`config.mk`:
```
export PLATFORM = sky130hd
export DESIGN_NAME = status_service_request_logic
export DESIGN_NICKNAME = d
export VERILOG_FILES = /design/src/rtl/srq_pkg.sv /design/src/rtl/status_service_request_logic.sv
export VERILOG_INCLUDE_DIRS = /design/src /design/src/rtl
export SDC_FILE = /design/constraint.sdc
export NUM_CORES = 1
export LEC_CHECK = 0
export BUFFER_PORTS_ARGS = -buffer_cell sky130_fd_sc_hd__buf_4
export CAP_MARGIN = 20
export CORE_UTILIZATION = 30
export CTS_CLUSTER_DIAMETER = 50
export DETAILED_ROUTE_END_ITERATION = 10
export PLACE_DENSITY = 0.55
export SLEW_MARGIN = 20
export SYNTH_ARGS = -nofsm -noshare
export SYNTH_HDL_FRONTEND = slang
export SYNTH_SLANG_ARGS = --single-unit
```
`constraint.sdc`:
```
create_clock -name clk -period 7 [get_ports clk]
set_input_delay 0 -clock clk [delete_from_list [all_inputs] [get_ports clk]]
set_output_delay 0 -clock clk [all_outputs]
set_load 0.01 [all_outputs]
```
`src/rtl/srq_cfg.svh`:
```
`ifndef SRQ_CFG_SVH
`define SRQ_CFG_SVH
// ------------------------------------------------------------
// Register offsets (word index on the plain port)
// ------------------------------------------------------------
`define ADDR_EVT      4'h0
`define ADDR_EVT_EN   4'h1
`define ADDR_SRE      4'h2
`define ADDR_STB      4'h3
`define ADDR_OPER_EN  4'h4
`define ADDR_OPER_PTR 4'h5
`define ADDR_OPER_NTR 4'h6
`define ADDR_OPER_EVT 4'h7
`define ADDR_CP_EN    4'h8
`define ADDR_CP_PTR   4'h9
`define ADDR_CP_NTR   4'hA
`define ADDR_CP_EVT   4'hB
`define ADDR_CMD      4'hC
`define ADDR_IRQ_ST   4'hD
`define ADDR_IRQ_MASK 4'hE
// ------------------------------------------------------------
// Field positions
// ------------------------------------------------------------
`define EVT_OPC_BIT   0
`define EVT_QRY_BIT   2
`define EVT_DDE_BIT   3
`define EVT_EXE_BIT   4
`define EVT_CME_BIT   5
`define STB_ESB_BIT   5
`define STB_RQS_BIT   6
`define STB_OSB_BIT   7
`define OPER_CP_BIT   9
`define CMD_RST_BIT   0
`define CMD_CLS_BIT   1
`define CMD_OPC_BIT   2
`define IRQ_SRQ_BIT   0
`define IRQ_ESB_BIT   1
`define IRQ_OSB_BIT   2
// ------------------------------------------------------------
// Reset values
// ------------------------------------------------------------
`define RST_BYTE      8'h00
`define RST_WORD      16'h0000
`define RST_PTR       16'h0000
`endif

```
`src/rtl/srq_pkg.sv`:
```
package srq_pkg;
    typedef struct packed {
        logic [3:0] addr;
        logic [15:0] wdata;
        logic wr;
        logic rd;
    } bus_req_t;

    typedef struct packed {
        logic cmd_err;
        logic exe_err;
        logic dev_err;
        logic qry_err;
    } err_evt_t;
endpackage

```
`src/rtl/status_service_request_logic.sv`:
```
`timescale 1ns/1ps
`include "srq_cfg.svh"

module status_service_request_logic #(
    parameter int OPER_W = 16,
    parameter int CP_W = 6
) (
    // Clock and reset
    input wire logic clk,
    input wire logic reset,
    // Register port
    input wire srq_pkg::bus_req_t bus,
    output logic [15:0] rdata,
    // Error events from command parser, one-cycle pulses
    input wire srq_pkg::err_evt_t err,
    // Raw condition inputs from outside the clock domain
    input wire logic [OPER_W-1:0] oper_cond_in,
    input wire logic [CP_W-1:0] cp_cond_in,
    // Service request and interrupt
    output logic srq,
    output logic irq
);

    // ------------------------------------------------------------
    // Helpers
    // ------------------------------------------------------------
    function automatic logic [15:0] trans(input logic [15:0] now, input logic [15:0] old,
                                          input logic [15:0] ptr, input logic [15:0] ntr);
        trans = (now & ~old & ptr) | (~now & old & ntr);
    endfunction

    function automatic logic wr_at(input srq_pkg::bus_req_t b, input logic [3:0] a);
        wr_at = b.wr && (b.addr == a);
    endfunction

    function automatic logic rd_at(input srq_pkg::bus_req_t b, input logic [3:0] a);
        rd_at = b.rd && (b.addr == a);
    endfunction

    // ------------------------------------------------------------
    // Input synchronisers
    // ------------------------------------------------------------
    logic [OPER_W-1:0] oper_s1_r, oper_s2_r, oper_old_r;
    logic [CP_W-1:0] cp_s1_r, cp_s2_r, cp_old_r;
    logic [OPER_W-1:0] oper_cond_full;

    always_ff @(posedge clk or posedge reset) begin
        if (reset) begin
            oper_s1_r <= '0;
            oper_s2_r <= '0;
            oper_old_r <= '0;
            cp_s1_r <= '0;
            cp_s2_r <= '0;
            cp_old_r <= '0;
        end else begin
            oper_s1_r <= oper_cond_in;
            oper_s2_r <= oper_s1_r;
            oper_old_r <= oper_cond_full;
            cp_s1_r <= cp_cond_in;
            cp_s2_r <= cp_s1_r;
            cp_old_r <= cp_s2_r;
        end
    end

    // ------------------------------------------------------------
    // Commands
    // ------------------------------------------------------------
    logic cmd_rst, cmd_cls, cmd_opc;
    always_comb begin
        cmd_rst = wr_at(bus, `ADDR_CMD) && bus.wdata[`CMD_RST_BIT];
        cmd_cls = wr_at(bus, `ADDR_CMD) && bus.wdata[`CMD_CLS_BIT] && !cmd_rst;
        cmd_opc = wr_at(bus, `ADDR_CMD) && bus.wdata[`CMD_OPC_BIT];
    end

    // ------------------------------------------------------------
    // Enable masks and transition filters
    // ------------------------------------------------------------
    logic [7:0] evt_en_r, sre_r;
    logic [15:0] oper_en_r, oper_ptr_r, oper_ntr_r, cp_en_r, cp_ptr_r, cp_ntr_r;
    logic [2:0] irq_mask_r;

    always_ff @(posedge clk or posedge reset) begin
        if (reset) begin
            evt_en_r <= `RST_BYTE;
            sre_r <= `RST_BYTE;
            oper_en_r <= `RST_WORD;
            oper_ptr_r <= `RST_PTR;
            oper_ntr_r <= `RST_PTR;
            cp_en_r <= `RST_WORD;
            cp_ptr_r <= `RST_PTR;
            cp_ntr_r <= `RST_PTR;
            irq_mask_r <= 3'h0;
        end else if (cmd_rst) begin
            evt_en_r <= `RST_BYTE;
            sre_r <= `RST_BYTE;
            oper_en_r <= `RST_WORD;
            oper_ptr_r <= `RST_PTR;
            oper_ntr_r <= `RST_PTR;
            cp_en_r <= `RST_WORD;
            cp_ptr_r <= `RST_PTR;
            cp_ntr_r <= `RST_PTR;
            irq_mask_r <= 3'h0;
        end else begin
            if (wr_at(bus, `ADDR_EVT_EN)) evt_en_r <= bus.wdata[7:0];
            if (wr_at(bus, `ADDR_SRE)) sre_r <= bus.wdata[7:0] & 8'hA0;
            if (wr_at(bus, `ADDR_OPER_EN)) oper_en_r <= bus.wdata;
            if (wr_at(bus, `ADDR_OPER_PTR)) oper_ptr_r <= bus.wdata;
            if (wr_at(bus, `ADDR_OPER_NTR)) oper_ntr_r <= bus.wdata;
            if (wr_at(bus, `ADDR_CP_EN)) cp_en_r <= bus.wdata;
            if (wr_at(bus, `ADDR_CP_PTR)) cp_ptr_r <= bus.wdata;
            if (wr_at(bus, `ADDR_CP_NTR)) cp_ntr_r <= bus.wdata;
            if (wr_at(bus, `ADDR_IRQ_MASK)) irq_mask_r <= bus.wdata[2:0];
        end
    end

    // ------------------------------------------------------------
    // Call-processing group
    // ------------------------------------------------------------
    logic [15:0] cp_evt_r, cp_set;
    logic cp_sum;
    always_comb begin
        cp_set = trans(16'(cp_s2_r), 16'(cp_old_r), cp_ptr_r, cp_ntr_r);
        cp_sum = |(cp_evt_r & cp_en_r);
    end

    always_ff @(posedge clk or posedge reset) begin
        if (reset) begin
            cp_evt_r <= `RST_WORD;
        end else if (cmd_rst) begin
            cp_evt_r <= `RST_WORD;
        end else if (cmd_cls) begin
            cp_evt_r <= cp_set;
        end else if (rd_at(bus, `ADDR_CP_EVT)) begin
            cp_evt_r <= cp_set;
        end else begin
            cp_evt_r <= cp_evt_r | cp_set;
        end
    end

    // ------------------------------------------------------------
    // Operation group
    // ------------------------------------------------------------
    logic [15:0] oper_evt_r, oper_set;
    logic oper_sum;
    always_comb begin
        oper_cond_full = oper_s2_r;
        oper_cond_full[`OPER_CP_BIT] = cp_sum;
        oper_set = trans(16'(oper_cond_full), 16'(oper_old_r), oper_ptr_r, oper_ntr_r);
        oper_sum = |(oper_evt_r & oper_en_r);
    end

    always_ff @(posedge clk or posedge reset) begin
        if (reset) begin
            oper_evt_r <= `RST_WORD;
        end else if (cmd_rst) begin
            oper_evt_r <= `RST_WORD;
        end else if (cmd_cls) begin
            oper_evt_r <= oper_set;
        end else if (rd_at(bus, `ADDR_OPER_EVT)) begin
            oper_evt_r <= oper_set;
        end else begin
            oper_evt_r <= oper_evt_r | oper_set;
        end
    end

    // ------------------------------------------------------------
    // Standard event group
    // ------------------------------------------------------------
    logic [7:0] evt_r, evt_set;
    logic esb_sum;
    always_comb begin
        evt_set = 8'h00;
        evt_set[`EVT_CME_BIT] = err.cmd_err;
        evt_set[`EVT_EXE_BIT] = err.exe_err;
        evt_set[`EVT_DDE_BIT] = err.dev_err;
        evt_set[`EVT_QRY_BIT] = err.qry_err;
        evt_set[`EVT_OPC_BIT] = cmd_opc;
        esb_sum = |(evt_r & evt_en_r);
    end

    always_ff @(posedge clk or posedge reset) begin
        if (reset) begin
            evt_r <= `RST_BYTE;
        end else if (cmd_rst) begin
            evt_r <= `RST_BYTE;
        end else if (cmd_cls) begin
            // Clear and read keep events that arrive in the same cycle
            evt_r <= evt_set;
        end else if (rd_at(bus, `ADDR_EVT)) begin
            evt_r <= evt_set;
        end else begin
            evt_r <= evt_r | evt_set;
        end
    end

    // ------------------------------------------------------------
    // Status byte and service request
    // ------------------------------------------------------------
    logic [7:0] stb;
    logic srq_nxt;
    always_comb begin
        stb = 8'h00;
        stb[`STB_OSB_BIT] = oper_sum;
        stb[`STB_ESB_BIT] = esb_sum;
        srq_nxt = |(stb & sre_r);
        stb[`STB_RQS_BIT] = srq_nxt;
    end

    always_ff @(posedge clk or posedge reset) begin
        if (reset) begin
            srq <= 1'b0;
        end else begin
            srq <= srq_nxt;
        end
    end

    // ------------------------------------------------------------
    // Interrupt status
    // ------------------------------------------------------------
    logic [2:0] irq_st_r, irq_ev;
    logic srq_d_r, esb_d_r, osb_d_r;
    always_comb begin
        irq_ev = 3'h0;
        irq_ev[`IRQ_SRQ_BIT] = srq_nxt & ~srq_d_r;
        irq_ev[`IRQ_ESB_BIT] = esb_sum & ~esb_d_r;
        irq_ev[`IRQ_OSB_BIT] = oper_sum & ~osb_d_r;
    end

    always_ff @(posedge clk or posedge reset) begin
        if (reset) begin
            srq_d_r <= 1'b0;
            esb_d_r <= 1'b0;
            osb_d_r <= 1'b0;
        end else begin
            srq_d_r <= srq_nxt;
            esb_d_r <= esb_sum;
            osb_d_r <= oper_sum;
        end
    end

    always_ff @(posedge clk or posedge reset) begin
        if (reset) begin
            irq_st_r <= 3'h0;
        end else if (cmd_rst) begin
            irq_st_r <= 3'h0;
        end else if (cmd_cls) begin
            irq_st_r <= irq_ev;
        end else if (wr_at(bus, `ADDR_IRQ_ST)) begin
            // Write-one-to-clear; an edge in the same cycle still sets its bit
            irq_st_r <= (irq_st_r & ~bus.wdata[2:0]) | irq_ev;
        end else begin
            irq_st_r <= irq_st_r | irq_ev;
        end
    end

    always_ff @(posedge clk or posedge reset) begin
        if (reset) begin
            irq <= 1'b0;
        end else begin
            irq <= |(irq_st_r & irq_mask_r);
        end
    end

    // ------------------------------------------------------------
    // Read data
    // ------------------------------------------------------------
    always_ff @(posedge clk or posedge reset) begin
        if (reset) begin
            rdata <= 16'h0000;
        end else if (bus.rd) begin
            unique case (bus.addr)
                `ADDR_EVT: rdata <= {8'h00, evt_r};
                `ADDR_EVT_EN: rdata <= {8'h00, evt_en_r};
                `ADDR_SRE: rdata <= {8'h00, sre_r};
                `ADDR_STB: rdata <= {8'h00, stb};
                `ADDR_OPER_EN: rdata <= oper_en_r;
                `ADDR_OPER_PTR: rdata <= oper_ptr_r;
                `ADDR_OPER_NTR: rdata <= oper_ntr_r;
                `ADDR_OPER_EVT: rdata <= oper_evt_r;
                `ADDR_CP_EN: rdata <= cp_en_r;
                `ADDR_CP_PTR: rdata <= cp_ptr_r;
                `ADDR_CP_NTR: rdata <= cp_ntr_r;
                `ADDR_CP_EVT: rdata <= cp_evt_r;
                `ADDR_IRQ_ST: rdata <= {13'h0000, irq_st_r};
                `ADDR_IRQ_MASK: rdata <= {13'h0000, irq_mask_r};
                default: rdata <= 16'h0000;
            endcase
        end else begin
            rdata <= 16'h0000;
        end
    end

endmodule

```
==> results of run 1 <==
[power groups by stage]
stage               registers (mW)  logic [mW]  clock network, mW
floorplan                     1.64       0.310                  0
global placement              1.71       0.428                  0
detailed placement            1.71       0.439                  0
CTS                           1.69       0.462               1.56
global route                  1.71       0.522               1.62
finish                        1.69       0.458               1.53
[stage by stage]
| stage | instance area (µm²) | utilization, % | cells |
|---|---|---|---|
| 6_report | 11550 | 37.76 | 1431 |
| 2_1_floorplan | 9340 | - | 922 |
| 3_3_place_gp | 10090 | 32.97 | 1332 |
| 3_5_place_dp | 10090 | 32.97 | 1332 |
| 5_1_grt | 11550 | 37.76 | 1431 |
| 4_1_cts | 11550 | 37.76 | 1431 |
[area by class of cell]
type | instances | area, µm² | area share [%]
Sequential cell | 223 | 5580 | 48.31
Multi-Input combinational cell | 635 | 3432 | 29.71
Timing Repair Buffer | 120 | 1016 | 8.795
Clock buffer | 36 | 782.0 | 6.770
Tap cell | 396 | 495.5 | 4.289
Clock inverter | 17 | 222.7 | 1.928
Inverter | 4 | 22.52 | 0.1950
[layout by cell type, fill, tap and decap left out, types with 3 or more instances in the layout]
| master | netlist | routed |
|---|---|---|
| nand2_1 | 239 | 239 |
| dfrtp_1 | 223 | 223 |
| a21oi_1 | 135 | 135 |
| buf_4 | 6 | 74 |
| dlygate4sd3_1 | 0 | 46 |
| nor2_1 | 43 | 43 |
| clkbuf_16 | 0 | 29 |
| a22oi_1 | 28 | 28 |
| o21ai_0 | 26 | 26 |
| nand3b_1 | 25 | 25 |
| a31oi_1 | 17 | 17 |
| a222oi_1 | 14 | 14 |
| mux2i_1 | 14 | 14 |
| nand3_1 | 9 | 9 |
| a22o_1 | 9 | 9 |
| nand2b_1 | 7 | 7 |
| a221oi_1 | 7 | 7 |
| nor3_1 | 7 | 7 |
| and3_1 | 6 | 5 |
| and2_1 | 4 | 4 |
| clkinv_2 | 0 | 4 |
| clkbuf_1 | 13 | 4 |
| bufinv_16 | 0 | 4 |
| o31ai_1 | 3 | 3 |
| inv_1 | 4 | 3 |
| nor3b_1 | 3 | 3 |
| inv_8 | 0 | 3 |
| clkbuf_8 | 0 | 3 |
| clkinv_4 | 0 | 3 |
| inv_6 | 0 | 3 |
[worst paths after layout]
| path | cells past startpoint | to | slack (ns) | start |
|---|---|---|---|---|
| setup / recovery | 6 | oper_evt_r[11] | 4.31 | bus[18] |
| hold / removal | 3 | rdata[5] | 0.07 | bus[19] |
| setup reg to reg | 5 | rdata[6] | 4.99 | oper_en_r[1] |
| hold reg to reg | 0 | oper_s2_r[8] | 0.35 | oper_s1_r[8] |
| max in group asynchronous | 4 | cp_ptr_r[1] | 5.40 | reset |
| min in group asynchronous | 3 | oper_s1_r[10] | 0.15 | reset |
[logic make-up (layout without fill, tap and decap cells)]
logic type	after synthesis	in the layout	synth area share [%]
AOI/OAI and AO/OA	255	255	17.04
buffers and inverters	64	177	3.563
DFF	223	223	59.75
muxes	17	17	1.983
and+or+nand+nor	363	363	17.67
[routing by layer]
layer	track usage, %	up-vias
met4	6.285	0
met2	28.52	330
li1	-	3421
met5	0	-
met1	26.15	3739
met3	2.280	49
[flip-flops by register name (all words and copies together) (netlist names), 2 cells and up]
| name | cells |
|---|---|
| irq_mask_r | 3 |
| evt_r | 5 |
| cp_ptr_r | 16 |
| cp_s2_r | 6 |
| oper_ntr_r | 16 |
| irq_st_r | 3 |
| cp_ntr_r | 16 |
| cp_old_r | 6 |
| oper_old_r | 16 |
| oper_en_r | 16 |
| oper_evt_r | 16 |
| cp_s1_r | 6 |
| cp_en_r | 16 |
| cp_evt_r | 6 |
| oper_s2_r | 15 |
| evt_en_r | 8 |
| oper_s1_r | 15 |
| sre_r | 2 |
| rdata | 16 |
| oper_ptr_r | 16 |
[cells in the mapped netlist, types with 7 or more instances]
library cell / n / area, µm²
a21oi_1: 135 / 675.7
nand3b_1: 25 / 187.7
nor3_1: 7 / 35.03
a221oi_1: 7 / 61.31
a22o_1: 9 / 78.83
clkbuf_1: 13 / 48.80
a22oi_1: 28 / 210.2
nor2_1: 43 / 161.4
mux2i_1: 14 / 140.1
a222oi_1: 14 / 140.1
dfrtp_1: 223 / 5580
nand2_1: 239 / 897.1
o21ai_0: 26 / 130.1
buf_2: 35 / 175.2
a31oi_1: 17 / 106.4
nand3_1: 9 / 45.04
nand2b_1: 7 / 43.79
[worst max-delay path: stages]
cell	delay, ns
dlygate4sd3_1	0.54
buf_4	0.24
nor2_1	0.52
and3_4	0.68
buf_4	0.85
nor2_1	0.12
[repair_timing]
| action | CTS | global route |
|---|---|---|
| hold buffers | 46 | 0 |
| hold endpoints to repair | 242 | 0 |
| resized for setup | 0 | 0 |
==> run_results.csv, run 1 <==
group,metric,value,unit
cts,cts_buffers,29,
placed_design,hpwl,17600,µm
finish,n_antenna_cell,0,
power,p_comb_share,12.4,%
cts,cts_setup_buffers,0,
cts,clockBufferDepth,3,
placed_design,portBuffers,66,
setup_path,startpoint_type,"primary input",
finish,drive_above_1_share,14.01,%
timing,worst_pin_slew,1.024,ns
finish,nFillCells,3045,
power,p_per_area,318.9,mW/mm²
die,ios,68,
synth,synth_ff_type,"dfrtp_1",
power,swShare,27.63,%
timing,setup_viol,0,
die,die_area,0.03184,mm²
die,die_x,178.5,µm
timing,fin_setup_tns,0,ns
cts,clk_pin_slew,0.06,ns
timing,skew,0.01003,ns
detailed_routing,via_per_inst,5.268,
detailed_routing,drc_errors,0,
flow_run,cap_violations,0,
placed_design,gp_congestion,0.8232,
global_routing,grt_pass1_vias,7398,
synth,yosys.cell_types.count,58,
detailed_routing,met3RoutedLength,2075,µm
cts,clock_sinks,223,
detailed_routing,routed-wl-met2,13130,µm
setup_path,cp.required,7.38,ns
cts,clock_tree.root_cell,"clkbuf_16",
detailed_routing,drt_iter0_markers,879,
timing,fin_crit_sh,38.41,%
power,p_seq_share,46.0,%
setup_path,critPathKind,"in -> reg",
timing,rsz0062_at_grt,"no",
power,power.total,3.683,mW
global_routing,grt_pass1_wl,44300,µm
global_routing,grt_max_degree,98,
finish,syn_to_final_growth,23.67,%
synth,async_flop_share,100.0,%
power,leakagePower,4.953,nW
power,p_switching,1.018,mW
timing,setup_slack,4.312,ns
die,fp.dieH,178.5,µm
synth,synthCells,922,
die,core_area,0.03059,mm²
detailed_routing,drtAntennaViolNets,0,
timing,slew_violations,0,
cts,htree_levels,1,
synth,ys_seq_area_share,59.75,%
setup_path,cp_max_fo,91,
die,initial_utilization,30.53,%
status,status,"completed",
detailed_routing,drt_wl_total,28330,µm
global_routing,grt-ovfl-total,0,
die,placementRows,64,
power,p_int,2.666,mW
timing,relSlewSlack,31.76,%
global_routing,antenna_found_initial,0,
global_routing,track_usage,18.31,%
detailed_routing,wl_met1,12410,µm
detailed_routing,first_pass_iters,6,
placed_design,dp_slack,4.382,ns
synth,synth_nets,972,
timing,hold_viol,0,
timing,timing.hold.ws,0.07062,ns
power,clockPowerShare,41.6,%
setup_path,endpoint_kind,"flop",
detailed_routing,top_layer_used,"met4",
synth,synth_edf_count,0,
synth,syn_area,0.009340,mm²
timing,min_period,2.688,ns
setup_path,arrival,3.07,ns
cts,cts_tree,"built",
detailed_routing,dr_total_vias,7539,
synth,ys_ff_latch,223,
power,ir_worst_vdd,0.1896,mV
timing,max_freq,372.0,MHz
hold_path,hold_class,"in -> reg",
detailed_routing,post_drt_wl_per_cell,19.80,µm
synth,yosysWarnings,0,
finish,nNetsFinal,1063,
cts,insertion_delay,0.54,ns
synth,syn_area_per_cell,10.13,µm²
(Power assumes the default switching activity.)
==> run 2: changes to the inputs <==
--- a/config.mk
+++ b/config.mk
@@ -11,7 +11,7 @@
 export CORE_UTILIZATION = 30
 export CTS_CLUSTER_DIAMETER = 50
 export DETAILED_ROUTE_END_ITERATION = 10
-export PLACE_DENSITY = 0.55
+export PLACE_DENSITY = 0.57
 export SLEW_MARGIN = 20
 export SYNTH_ARGS = -nofsm -noshare
 export SYNTH_HDL_FRONTEND = slang
==> constraint.sdc (replaced) <==
create_clock -name clk -period 2.22 [get_ports clk]
set_input_delay 0 -clock clk [delete_from_list [all_inputs] [get_ports clk]]
set_output_delay 0 -clock clk [all_outputs]
set_load 0.01 [all_outputs]
==> run 2 against run 1 <==
Compared with the run above: sequential cell count unchanged; critical endpoint is now rdata[6]; largest power group unchanged; combinational power increased to 3.2 times the previous value; count of clock-buffer cells in the layout increased by 2.
==> run_results.csv, run 2 (same netlist as run 1, synthesis figures left out) <==
group,metric,value,unit
finish,final_common_cell,"nand2_1",
detailed_routing,first_pass_iters,8,
die,die_area,0.03184,mm²
placed_design,placed_area,0.01041,mm²
setup_path,cp.required,2.64,ns
detailed_routing,dr_total_vias,7655,
setup_path,endpoint_kind,"flop",
finish,finalNonFillerCells,1462,
power,p_seq_share,46.1,%
cts,clockBufferDepth,3,
flow_run,cap_violations,0,
detailed_routing,via_per_inst,5.236,
cts,htree_levels,1,
timing,worst_pin_slew,0.7448,ns
finish,nNetsFinal,1095,
detailed_routing,drt_wl_total,28460,µm
global_routing,grt_max_degree,68,
status,status,"completed",
setup_path,arrival,2.27,ns
placed_design,dp_slack,0.3920,ns
power,p_int,8.403,mW
finish,syn_to_final_growth,26.94,%
power,clockPowerShare,41.1,%
finish,drive_above_1_share,16.60,%
power,ir_worst_vdd,0.5269,mV
timing,fin_setup_tns,0,ns
finish,n_antenna_cell,0,
detailed_routing,post_drt_wl_per_cell,19.46,µm
finish,design_area,0.01186,mm²
hold_path,hold_class,"in -> reg",
power,leakagePower,5.130,nW
setup_path,critPathKind,"reg -> reg",
finish,layout_common_cells,"239 x nand2_1, 223 x dfrtp_1, 135 x a21oi_1",
die,ios,68,
die,die_x,178.5,µm
cts,clock_tree.root_cell,"clkbuf_16",
timing,fin_crit_sh,83.16,%
detailed_routing,drt_iter0_markers,898,
global_routing,antenna_found_initial,0,
power,power.total,11.58,mW
power,p_comb_share,12.8,%
timing,relSlewSlack,50.24,%
die,core_area,0.03059,mm²
global_routing,grt_pass1_vias,7371,
timing,skew,0.008652,ns
power,p_per_area,977.0,mW/mm²
power,swShare,27.45,%
detailed_routing,drc_errors,0,
timing,setup_slack,0.3738,ns
placed_design,gp_congestion,0.8781,
timing,max_freq,541.6,MHz
setup_path,startpoint_type,"flop",
global_routing,grt_pass1_wl,44310,µm
cts,clock_sinks,223,
timing,slew_violations,0,
timing,rsz0062_at_grt,"no",
detailed_routing,drtAntennaViolNets,0,
global_routing,grt-ovfl-total,0,
die,placementRows,64,
setup_path,cp_max_fo,3,
placed_design,hpwl,18710,µm
global_routing,track_usage,18.30,%
cts,cts_buffers,28,
die,initial_utilization,30.53,%
placed_design,dp_cells,1365,
timing,min_period,1.846,ns
placed_design,portBuffers,66,
cts,insertion_delay,0.54,ns
timing,setup_viol,0,
cts,cts_tree,"built",
die,fp.dieH,178.5,µm
power,p_switching,3.180,mW
timing,hold_viol,0,
cts,clk_pin_slew,0.06,ns
[run 2: changes by cell type in the layout (fill, tap and decap cells not counted), moves of 2 or more]
cell,before,now
clkbuf_8,3,6
clkinv_4,3,1
buf_12,0,6
buf_4,74,101
[run 2: per-stage QoR]
stage          hold WS (ns)  utilization (%)
2_1_floorplan       0.03143                -
3_3_place_gp         0.1097            34.02
3_5_place_dp         0.1106            34.02
4_1_cts             0.06113            38.76
5_1_grt              0.1010            38.76
6_report            0.09265            38.76
[run 2: what timing repair did]
| item | 4_1_cts | 5_1_grt |
|---|---|---|
| setup buffers | 0 | 0 |
| hold buffers | 46 | 0 |
| gates resized for setup | 0 | 0 |
| endpoints found under the hold margin | 165 | 0 |
[run 2: cell type report]
cell class,count,area (µm²)
sequential,223,5580
clock inverter,13,171.4
inverter,4,18.77
multi-input combinational,635,3432
clock buffer,38,819.5
fill,3040,18730
timing repair buffer,153,1339
tap,396,495.5
[run 2: worst max-delay path: stages, from the launching register on]
cell      delay, ns
dfrtp_1        0.42
a22o_1         0.21
a221oi_1       0.35
nand4_2        0.22
a22o_1         0.29
a41o_1         0.24
[run 2: layer usage]
layer / vias up / GRT usage, % / share of wire (%)
li1: 3500 / - / -
met1: 3820 / 26.43 / 45
met2: 285 / 28.29 / 46
met3: 50 / 2.430 / 6.9
met4: 0 / 5.720 / 2.4
met5: - / 0 / 0
[run 2: path summary, 6_finish.rpt]
path	slack (ns)	depth (start not counted)	startpoint	endpoint
min in group asynchronous	0.15	3	reset	oper_evt_r[3]
max in group asynchronous	1.28	4	reset	oper_s2_r[11]
worst min-delay path	0.09	4	bus[21]	rdata[3]
worst max register to register	0.37	5	oper_en_r[1]	rdata[6]
worst min register to register	0.34	0	cp_s1_r[5]	cp_s2_r[5]
worst max-delay path	0.37	5	oper_en_r[1]	rdata[6]
[run 2: power by group through the flow]
stage / clock, mW / combinational, mW / sequential [mW]
3_3_place_gp: 0 / 1.39 / 5.39
4_1_cts: 4.87 / 1.49 / 5.33
2_1_floorplan: 0 / 0.978 / 5.16
3_5_place_dp: 0 / 1.42 / 5.40
5_1_grt: 5.04 / 1.67 / 5.41
6_report: 4.76 / 1.48 / 5.34
==> run 3: changes to the inputs <==
==> constraint.sdc (replaced) <==
create_clock -name clk -period 1.5 [get_ports clk]
set_input_delay 0 -clock clk [delete_from_list [all_inputs] [get_ports clk]]
set_output_delay 0 -clock clk [all_outputs]
set_load 0.01 [all_outputs]
==> run 3 against run 2 <==
Compared with the run above: the run now ends with setup timing left; sequential cell count did not move; die area is the same; count of clock-buffer cells in the layout down 1.
==> run_results.csv, run 3 (same netlist as run 1, synthesis figures left out) <==
group,metric,value,unit
status,status,"finished with violations",
status,failed_checks,"setup timing",
setup_path,cp.required,1.92,ns
finish,n_antenna_cell,0,
detailed_routing,drc_errors,0,
power,p_int,12.84,mW
timing,rsz0062_at_grt,"yes",
timing,setup_slack,-0.05919,ns
setup_path,critPathMaxStageDelay,0.39,ns
cts,cts_tree,"built",
setup_path,cp_max_fo,2,
timing,relSlewSlack,59.97,%
detailed_routing,drtAntennaViolNets,0,
placed_design,portBuffers,66,
finish,design_area,0.01241,mm²
die,placementRows,64,
die,initial_utilization,30.53,%
finish,fin_util,40.58,%
detailed_routing,via_per_inst,5.194,
timing,max_freq,641.4,MHz
power,swShare,27.79,%
timing,setup_viol,2,
cts,clk_pin_slew,0.06,ns
power,p_per_area,1433,mW/mm²
timing,worst_pin_slew,0.5976,ns
power,p_seq_share,44.4,%
power,p_comb_share,14.9,%
die,core_area,0.03059,mm²
finish,layout_common_cells,"239 x nand2_1, 223 x dfrtp_1, 154 x buf_4",
global_routing,track_usage,19.41,%
global_routing,grt_pass1_vias,7794,
timing,min_period,1.559,ns
global_routing,grt-ovfl-total,0,
setup_path,cp_cell_sequence,"a22o_1, a221oi_2, nand4_2, a22o_1, a41o_1",
setup_path,arrival,1.98,ns
die,fp.dieH,178.5,µm
detailed_routing,drt_iter0_markers,763,
flow_run,cap_violations,0,
detailed_routing,first_pass_iters,6,
global_routing,antenna_found_initial,0,
cts,cts_buffers,29,
cts,htree_levels,1,
setup_path,cp_common_cell,"a22o_1",
global_routing,grt_max_degree,72,
setup_path,endpoint_kind,"flop",
detailed_routing,post_drt_wl_per_cell,19.82,µm
timing,slew_violations,0,
finish,nNetsFinal,1156,
placed_design,placed_area,0.01093,mm²
global_routing,grt_pass1_wl,46700,µm
power,leakagePower,5.448,nW
die,die_x,178.5,µm
setup_path,slowest_stage,"dfrtp_1",
power,p_switching,4.943,mW
placed_design,dp_slack,-0.04498,ns
finish,drive_above_1_share,21.37,%
setup_path,critPathKind,"reg -> reg",
die,ios,68,
cts,clock_tree.root_cell,"clkbuf_16",
power,clockPowerShare,40.7,%
cts,cts_setup_buffers,0,
timing,timing.hold.ws,0.01372,ns
placed_design,gp_congestion,0.9346,
power,ir_worst_vdd,0.8236,mV
cts,clock_sinks,223,
power,power.total,17.79,mW
finish,final_common_cell,"nand2_1",
hold_path,hold_class,"in -> reg",
finish,syn_to_final_growth,32.91,%
setup_path,startpoint_type,"flop",
die,die_area,0.03184,mm²
placed_design,hpwl,20900,µm
timing,skew,0.02535,ns
timing,fin_crit_sh,103.9,%
timing,hold_viol,0,
cts,insertion_delay,0.55,ns
cts,clockBufferDepth,3,
detailed_routing,dr_total_vias,7916,
detailed_routing,drt_wl_total,30200,µm
## run 3: cell count changes in the layout (fill, tap and decap cells not counted), moves of 2 or more
| cell | before | now |
|---|---|---|
| a221oi_1 | 7 | 4 |
| clkinv_2 | 3 | 5 |
| a221oi_2 | 1 | 4 |
| inv_6 | 4 | 2 |
| clkinvlp_4 | 1 | 4 |
| buf_12 | 6 | 11 |
| buf_4 | 101 | 154 |
## run 3: per-stage QoR
stage / setup TNS (ns) / cells
detailed placement: -0.3604 / 1424
floorplan: -314.44 / 922
global route: -0.4209 / 1524
global placement: -0.1742 / 1424
CTS: -0.04281 / 1524
finish: -0.09974 / 1524
## run 3: what timing repair did
action / 4_1_cts / 5_1_grt
pin swaps: 1 / 0
hold endpoints to repair: 376 / 0
cloned: 0 / 0
gates resized for setup: 0 / 1
hold buffers: 47 / 0
endpoints found under the setup margin: 3 / 5
## run 3: final timing paths
| check | startpoint | end | slack, ns | cells after the start |
|---|---|---|---|---|
| setup / recovery | oper_evt_r[9] | rdata[6] | -0.06 | 5 |
| hold / removal | bus[18] | irq_st_r[1] | 0.01 | 4 |
| setup reg to reg | oper_evt_r[9] | rdata[6] | -0.06 | 5 |
| hold reg to reg | oper_s1_r[12] | oper_s2_r[12] | 0.35 | 0 |
| max in group asynchronous | reset | oper_s2_r[13] | 0.20 | 5 |
| min in group asynchronous | reset | oper_ptr_r[5] | 0.59 | 4 |
## run 3: final cells by class
cell class	instances	area, µm²
multi-input cells	635	3451
inverters	4	18.77
well taps	396	495.5
clock buffers	37	805.8
fillers	3016	18170
clock inverters	16	205.2
repair buffers	213	1858
flip-flops and latches	223	5580
## run 3: layer usage
metal / wire length [µm] / share of wire (%) / track usage [%]
met5: 0 / 0 / 0
met1: 13730 / 45 / 27.72
met2: 13840 / 46 / 30.18
met3: 1957 / 6.5 / 3.176
met4: 669 / 2.2 / 5.508
## run 3: worst max-delay path: cells and delay by family (launching register included)
family | cells | cell delay (ns)
compound gates | 4 | 0.88
flops | 1 | 0.39
simple gates | 1 | 0.16
## run 3: power groups by stage
stage,Clock (mW),Sequential (mW),Combinational [mW]
6_report,7.23,7.90,2.66
5_1_grt,7.64,7.99,2.96
4_1_cts,7.37,7.87,2.65
3_5_place_dp,0,7.96,2.54
3_3_place_gp,0,7.95,2.49
2_1_floorplan,0,7.65,1.47
